<file path="src/hw/ebl_pkg.sv">
// Purpose: shared constants and types for the endian byte-lane steering block
// Assumes: 32-bit data path, four byte lanes
// Notes: widths fixed

package ebl_pkg;

	localparam int unsigned LANES = 4;
	localparam int unsigned DATA_W = 32;
	localparam int unsigned ADDR_W = 32;
	localparam int unsigned BIG_ENDIAN_BIT = 7;
	localparam logic [3:0] ENABLE_NONE = 4'h0;
	localparam logic [3:0] ENABLE_ALL = 4'hf;
	localparam logic [3:0] ENABLE_LOW_HALF = 4'h3;
	localparam logic [3:0] ENABLE_HIGH_HALF = 4'hc;
	localparam logic [31:0] CTRL_RESET = 32'h0000_0000;
	localparam logic [31:0] DATA_RESET = 32'h0000_0000;

	typedef enum logic [1:0]
	{
		EBL_SIZE_BYTE,
		EBL_SIZE_HALF,
		EBL_SIZE_WORD,
		EBL_SIZE_BAD
	} ebl_size_t;

	typedef enum logic
	{
		EBL_ST_IDLE,
		EBL_ST_READ_WAIT
	} ebl_state_t;

endpackage

</file>
<file path="src/hw/ebl_lane_steer.sv">
// Purpose: byte-enable generation and lane steering for one access
// Assumes: address low bits and size are stable while used
// Notes: purely combinational

`timescale 1ns/1ps
`default_nettype none

module ebl_lane_steer
(
	// access description
	input wire ebl_pkg::ebl_size_t size,
	input wire logic [1:0] byte_addr,
	input wire logic big_endian,
	// data
	input wire logic [31:0] store_value,
	input wire logic [31:0] bus_read_data,
	// results
	output logic [3:0] lane_enable,
	output logic [31:0] lane_write_data,
	output logic [31:0] steered_read_data,
	output logic aligned
);

	// lane index for a byte, reversed when big-endian
	function automatic logic [1:0] phys_lane(input logic [1:0] n, input logic be);
		phys_lane = be ? (2'h3 - n) : n;
	endfunction

	wire logic [1:0] byte_lane;
	wire logic half_upper;
	wire logic [3:0] byte_enable;
	wire logic [3:0] half_enable;
	wire logic [7:0] mux4_out;
	wire logic [15:0] mux2_out;

	assign byte_lane = phys_lane(byte_addr, big_endian); // see RULE5
	assign byte_enable = 4'h1 << byte_lane; // see RULE12
	// halfword pair swapped for big-endian
	assign half_upper = byte_addr[1] ^ big_endian; // see RULE7
	assign half_enable = half_upper ? ebl_pkg::ENABLE_HIGH_HALF
		: ebl_pkg::ENABLE_LOW_HALF; // see RULE15
	assign aligned = (size == ebl_pkg::EBL_SIZE_HALF) ? ~byte_addr[0]
		: (size == ebl_pkg::EBL_SIZE_WORD) ? (byte_addr == 2'h0)
		: (size == ebl_pkg::EBL_SIZE_BYTE); // see RULE9

	assign lane_enable = (size == ebl_pkg::EBL_SIZE_BYTE) ? byte_enable
		: (size == ebl_pkg::EBL_SIZE_HALF) ? half_enable
		: (size == ebl_pkg::EBL_SIZE_WORD) ? ebl_pkg::ENABLE_ALL
		: ebl_pkg::ENABLE_NONE; // see RULE19

	// four-way select from the generated lane
	assign mux4_out = bus_read_data[{byte_lane, 3'h0} +: 8]; // see RULE6
	// two-way select of lanes 0/1 or 2/3
	assign mux2_out = half_upper ? bus_read_data[31:16] : bus_read_data[15:0]; // see RULE8

	assign steered_read_data = (size == ebl_pkg::EBL_SIZE_BYTE) ? {24'h00_0000, mux4_out}
		: (size == ebl_pkg::EBL_SIZE_HALF) ? {16'h0000, mux2_out}
		: bus_read_data; // see RULE10

	// byte and halfword source bits from the low byte or halfword, other lanes copies; word passes through as is
	assign lane_write_data = (size == ebl_pkg::EBL_SIZE_BYTE) ? {4{store_value[7:0]}} // see RULE11
		: (size == ebl_pkg::EBL_SIZE_HALF) ? {2{store_value[15:0]}} // see RULE14
		: store_value; // see RULE17

endmodule

`default_nettype wire

</file>
<file path="src/hw/ebl_top.sv">
// Purpose: endian byte-lane steering between core load/store port and system bus
// Assumes: core_clk 125 MHz, one request at a time, bus answers with read valid
// Notes: no software-visible registers; control word is a plain input
//
// Contract
// RULE1: bus lanes wired straight to core lanes
// RULE2: no lane swapping for full-width transfers
// RULE3: control bit 7 picks order; indicated out
// RULE4: order bit applies regardless of MMU
// RULE5: byte read enables lane n or 3-n
// RULE6: four-way mux steers byte to byte 0
// RULE7: halfword read enable pairs swap when big-endian
// RULE8: two-way mux steers halfword into bytes 0-1
// RULE9: no halfword read at odd address
// RULE10: word read copies lanes straight through
// RULE11: byte write source is bits 7..0
// RULE12: byte write on lane n or 3-n
// RULE13: fabric ignores lanes with enables low
// RULE14: halfword write source is bits 15..0
// RULE15: halfword write at offset 2 lane placement
// RULE16: no halfword write at odd address
// RULE17: word write byte k on lane k, all enables
// RULE18: bits inside a byte stay 7..0
// RULE19: active-high enables held with address and data

`timescale 1ns/1ps
`default_nettype none

module ebl_top
(
	// clock, reset, enable
	input wire logic core_clk,
	input wire logic rstn,
	input wire logic clk_en,
	// byte order control word
	input wire logic [31:0] sys_control,
	output logic big_endian_indication,
	// core request
	input wire logic core_req_valid,
	output logic core_req_ready,
	input wire logic core_req_write,
	input wire ebl_pkg::ebl_size_t core_req_size,
	input wire logic [31:0] core_req_addr,
	input wire logic [31:0] core_req_wdata,
	output logic core_req_error,
	// core read answer
	output logic core_rsp_valid,
	output logic [31:0] core_rsp_data,
	// system bus request
	output logic bus_valid,
	input wire logic bus_ready,
	output logic bus_write,
	output logic [31:0] bus_addr,
	output logic [31:0] bus_wdata,
	output logic [3:0] core_lane_enable,
	// system bus read answer
	input wire logic bus_rvalid,
	input wire logic [31:0] bus_rdata
);

	ebl_pkg::ebl_state_t state_q;
	ebl_pkg::ebl_state_t state_d;
	logic big_endian_q;
	logic bus_valid_q;
	logic bus_write_q;
	logic [31:0] bus_addr_q;
	logic [31:0] bus_wdata_q;
	logic [3:0] lane_enable_q;
	ebl_pkg::ebl_size_t rd_size_q;
	logic [1:0] rd_addr_q;
	logic rsp_valid_q;
	logic [31:0] rsp_data_q;
	logic error_q;
	logic rd_big_q;

	wire logic [3:0] req_enable;
	wire logic [31:0] req_wdata;
	wire logic req_aligned;
	wire logic [31:0] rd_steered;
	wire logic read_launch;
	wire logic issue_free;
	wire logic req_take;
	wire logic req_good;
	wire logic launch;
	wire logic read_done;

	// request-side steering
	ebl_lane_steer u_req_steer
	(
		.size(core_req_size),
		.byte_addr(core_req_addr[1:0]),
		.big_endian(big_endian_q),
		.store_value(core_req_wdata),
		.bus_read_data(32'h0000_0000),
		.lane_enable(req_enable),
		.lane_write_data(req_wdata),
		.steered_read_data(),
		.aligned(req_aligned)
	);

	// read-answer steering, using the captured access
	ebl_lane_steer u_rsp_steer
	(
		.size(rd_size_q),
		.byte_addr(rd_addr_q),
		.big_endian(rd_big_q),
		.store_value(32'h0000_0000),
		.bus_read_data(bus_rdata), // see RULE1
		.lane_enable(),
		.lane_write_data(),
		.steered_read_data(rd_steered),
		.aligned()
	);

	// handshake decode
	assign issue_free = (state_q == ebl_pkg::EBL_ST_IDLE) && (!bus_valid_q || bus_ready);
	assign core_req_ready = issue_free;
	assign req_take = clk_en && core_req_valid && issue_free;
	assign req_good = req_aligned; // see RULE9
	assign launch = req_take && req_good; // see RULE16
	assign read_launch = launch && !core_req_write;
	assign read_done = clk_en && (state_q == ebl_pkg::EBL_ST_READ_WAIT) && bus_rvalid;

	always_comb
	begin
		state_d = state_q;
		unique case (state_q)
			ebl_pkg::EBL_ST_IDLE:
			begin
				if (read_launch)
				begin
					state_d = ebl_pkg::EBL_ST_READ_WAIT;
				end
			end
			ebl_pkg::EBL_ST_READ_WAIT:
			begin
				if (read_done)
				begin
					state_d = ebl_pkg::EBL_ST_IDLE;
				end
			end
		endcase
	end

	// byte order from control bit, no other qualifier
	always_ff @(posedge core_clk or negedge rstn)
	begin
		if (!rstn)
		begin
			big_endian_q <= 1'b0;
		end
		else if (clk_en)
		begin
			big_endian_q <= sys_control[ebl_pkg::BIG_ENDIAN_BIT]; // see RULE3 see RULE4
		end
	end

	// bus request valid, held until taken
	always_ff @(posedge core_clk or negedge rstn)
	begin
		if (!rstn)
		begin
			bus_valid_q <= 1'b0;
		end
		else if (clk_en)
		begin
			if (launch)
			begin
				bus_valid_q <= 1'b1;
			end
			else if (bus_ready)
			begin
				bus_valid_q <= 1'b0;
			end
		end
	end

	// bus request payload, loaded only on launch
	always_ff @(posedge core_clk or negedge rstn)
	begin
		if (!rstn)
		begin
			bus_write_q <= 1'b0;
			bus_addr_q <= ebl_pkg::DATA_RESET;
			bus_wdata_q <= ebl_pkg::DATA_RESET;
			lane_enable_q <= ebl_pkg::ENABLE_NONE;
		end
		else if (clk_en && launch)
		begin
			bus_write_q <= core_req_write;
			bus_addr_q <= core_req_addr;
			bus_wdata_q <= req_wdata; // see RULE18
			lane_enable_q <= req_enable; // see RULE19
		end
	end

	// access state
	always_ff @(posedge core_clk or negedge rstn)
	begin
		if (!rstn)
		begin
			state_q <= ebl_pkg::EBL_ST_IDLE;
		end
		else if (clk_en)
		begin
			state_q <= state_d;
		end
	end

	// one-cycle answer and error pulses
	always_ff @(posedge core_clk or negedge rstn)
	begin
		if (!rstn)
		begin
			rsp_valid_q <= 1'b0;
			error_q <= 1'b0;
		end
		else if (clk_en)
		begin
			rsp_valid_q <= read_done;
			error_q <= req_take && !req_good;
		end
	end

	// read context, order included, so a mid-read order change is harmless
	always_ff @(posedge core_clk or negedge rstn)
	begin
		if (!rstn)
		begin
			rd_size_q <= ebl_pkg::EBL_SIZE_WORD;
			rd_addr_q <= 2'h0;
			rd_big_q <= 1'b0;
		end
		else if (clk_en && read_launch)
		begin
			rd_size_q <= core_req_size;
			rd_addr_q <= core_req_addr[1:0];
			rd_big_q <= big_endian_q;
		end
	end

	// read answer data, held until the next read completes
	always_ff @(posedge core_clk or negedge rstn)
	begin
		if (!rstn)
		begin
			rsp_data_q <= ebl_pkg::DATA_RESET;
		end
		else if (clk_en && read_done)
		begin
			rsp_data_q <= rd_steered; // see RULE2 see RULE10
		end
	end

	assign big_endian_indication = big_endian_q; // see RULE3
	assign bus_valid = bus_valid_q;
	assign bus_write = bus_write_q;
	assign bus_addr = bus_addr_q;
	assign bus_wdata = bus_wdata_q;
	assign core_lane_enable = lane_enable_q; // see RULE13
	assign core_rsp_valid = rsp_valid_q;
	assign core_rsp_data = rsp_data_q;
	assign core_req_error = error_q;

endmodule

`default_nettype wire

</file>
<file path="config.mk">
export PLATFORM = sky130hd
export DESIGN_NAME = ebl_top
export DESIGN_NICKNAME = d
export VERILOG_FILES = /design/src/hw/ebl_pkg.sv /design/src/hw/ebl_lane_steer.sv /design/src/hw/ebl_top.sv
export SDC_FILE = /design/constraint.sdc
export NUM_CORES = 1
export LEC_CHECK = 0
export BUFFER_PORTS_ARGS = -buffer_cell sky130_fd_sc_hd__buf_2
export CAP_MARGIN = 20
export CORE_MARGIN = 10
export CORE_UTILIZATION = 48
export CTS_CLUSTER_SIZE = 25
export DETAILED_ROUTE_END_ITERATION = 10
export PLACE_DENSITY = 0.82
export SYNTH_ARGS = -nofsm -noshare
export SYNTH_HDL_FRONTEND = slang
export SYNTH_SLANG_ARGS = --single-unit
</file>
<file path="constraint.sdc">
create_clock -name core_clk -period 2 [get_ports core_clk]
set_clock_uncertainty 0.05 [all_clocks]
set_input_delay 0.2 -clock core_clk [delete_from_list [all_inputs] [get_ports core_clk]]
set_output_delay 0.2 -clock core_clk [all_outputs]
set_load 0.02 [all_outputs]
</file>
==> qor.yml <==
grt:
  grt_first_pass_wirelength_mm: 25.76
  grt_use_met1_pct: 21.64
  grt_overflow: 0
  grt_pass1_vias: 4952
  grt_max_degree: 70
  grt_usage_pct: 19.75
  grtUsageMet2_pct: 33.02
  grt-busiest-layer: "met2"
  antenna_found_initial: 1
  grtUsageMet3_pct: 9.057
critical_path:
  r2r-start: "bus_valid"
  worstPathRequired_ps: 2180
  ff2ff_path_depth: 4
  cp_max_fo: 69
  ff2ff_setup_slack_ps: 160
  worstSetupPathType: "register to register"
  critPathLaunchType: "register"
  r2r-end: "bus_wdata[27]"
  cp.arrival_ps: 2030
  cp-end-kind: "register"
timing:
  finalHoldViolCount: 0
  fmax_mhz: 542.6
  period_share_pct: 92.15
  setup_viol: 0
  worst_slack_ps: 156.9
  whs_ps: 20.45
  worstMarginPinSlew_ps: 644.3
  min_period_ps: 1843
  drv_slew: 0
  rsz0062_at_grt: "false"
  slew_headroom_pct: 57.05
  setup-tns-final_ps: 0
clock_tree:
  cts_buffers: 9
  cts.sinks: 111
  clkLatencyLatePin_ps: 360
  cts_root_buf: "clkbuf_16"
  cts_tree: "done"
  clk_transition_reported_paths_ps: 80
  cts-htree-levels: 3
  cts.path.max_buffers: 2
placed_design:
  gp_congestion: 0.9120
  place.port_buffers: 211
  hpwl_mm: 12.59
  dp_slack_ps: 185.5
  place_area_sq_mm: 0.006803
run_status:
  outcome: "completed"
synth:
  synth.avg_cell_area_sq_um: 11.41
  synth_warnings: 0
  synth-edff-count: 0
  ys_ff_latch: 111
  syn_inst: 483
  yosysSeqAreaShare_pct: 50.43
  synth_flop_cell: "dfrtp_1"
  synth_area_sq_mm: 0.005510
  synthArstFlopShare_pct: 100.0
  synth_nets: 620
  ys_types: 47
routing:
  vias: 4693
  drtPass1Iterations: 5
  detail-route-antenna-nets: 0
  wl_per_cell_um: 19.34
  drc: 0
  vias_per_cell: 5.560
  drt_first_iter_violations: 340
  routed_wl_mm: 16.32
min_path:
  hold_class: "primary input to register"
  worstHoldEndpoint: "bus_addr[12]"
  min_path_cells: 2
  hp-start: "core_req_addr[12]"
layout:
  fill_cells: 901
  final_cell_mix: "buf_2, dfrtp_1, mux2_2"
  layout-drive-gt1-share_pct: 48.57
  seqCellArea_sq_mm: 0.002779
  final_net_count: 832
  final_area_sq_mm: 0.007129
  area_growth_pct: 29.38
  final_common_cell: "buf_2"
  multi_input_area_sq_mm: 0.002554
floorplanning:
  die_y_um: 127.1
  fp-row-count: 39
  ioPinCount: 243
  dieArea_sq_mm: 0.01617
  start_util_pct: 48.67
  core-area_sq_mm: 0.01132
  die_w_um: 127.1
job:
  drv_cap: 0
power:
  p_per_area_mw_per_mm2: 1548
  vdd_drop_max_uv: 1127
  power_leakage_nw: 3.477
  power_mw: 11.04
## synth_stat cells (all sizes together), types with 2 or more instances
cell type / instances / area share [%]
o2bb2ai: 7 / 1.1
nor3: 2 / 0.27
a221oi: 7 / 1.1
nor2: 12 / 1.1
nand3b: 2 / 0.27
o22ai: 2 / 0.23
a21boi: 2 / 0.27
or3b: 2 / 0.32
nand3: 17 / 1.5
a21oi: 10 / 0.98
a21o: 2 / 0.27
inv: 6 / 0.41
buf: 19 / 1.8
o32ai: 7 / 1.1
o211ai: 8 / 1.1
o31a: 3 / 0.48
or4bb: 7 / 1.4
nor3b: 11 / 1.5
mux2i: 32 / 5.8
nand2: 67 / 4.6
o31ai: 2 / 0.27
dfrtp: 110 / 50
o21ai: 28 / 2.5
clkbuf: 15 / 1.0
mux2: 90 / 18
## what timing repair did
item | 4_1_cts | 5_1_grt
buffers inserted | 0 | 0
resized for setup | 0 | 0
hold endpoints to repair | 44 | 0
hold buffers | 1 | 0
## layer usage
layer,up-vias,wire [um],part of all wire (%)
met5,-,17,0.10
met4,2,289,1.8
met3,22,1765,11
met2,200,7978,49
met1,2304,6269,38
li1,2165,-,-
## state kept, by name (all words and copies together), names as in the netlist, 2 cells and up
signal	count
core_rsp_data	32
rd_addr_q	2
bus_addr	32
bus_wdata	32
core_lane_enable	4
rd_size_q	2
## metrics by stage
step	utilization, %	instances
after detailed placement	60.09	826
after global routing	62.95	843
after CTS	62.95	843
after global placement	60.09	826
final	62.98	844
after floorplan	-	483
## cells by family after synthesis
kind of cell    share of synthesized area (%)
flops                                   50.43
simple gates                            11.76
compound gates                          10.06
xor+xnor                               0.3180
buf+inv                                 3.224
mux                                     24.21
## power by group
part / total, mW / internal [mW] / switching, mW
registers: 3.84 / 3.28 / 0.560
clock network: 1.89 / 1.00 / 0.892
logic: 5.30 / 2.09 / 3.21
## worst max path at each step
stage / start / end / slack, ps / cells past startpoint
2_1_floorplan: bus_valid / bus_wdata[10] / 220 / 5
3_3_place_gp: bus_valid / bus_wdata[25] / 230 / 4
3_5_place_dp: bus_valid / bus_wdata[16] / 190 / 4
4_1_cts: bus_valid / bus_wdata[27] / 170 / 4
5_1_grt: bus_valid / rd_size_q[0] / 90 / 3
6_report: bus_valid / bus_wdata[27] / 160 / 4
## worst max-delay path, stage by stage (launching register included)
cell and delay [ps]:
dfrtp_1 410, a211o_1 360, nor2_4 150, buf_12 320, mux2_2 390
## area by class of cell
type                    instances  share of cell area [%]
diodes                          1                 0.03510
clock buffers                   9                   3.159
clock inverters                 7                   1.246
inverters                       6                  0.3159
multi-input cells             332                   35.82
flip-flops and latches        111                   38.98
well taps                     143                   2.510
repair buffers                235                   17.94
Note: power is estimated with default switching activity, not from simulation.
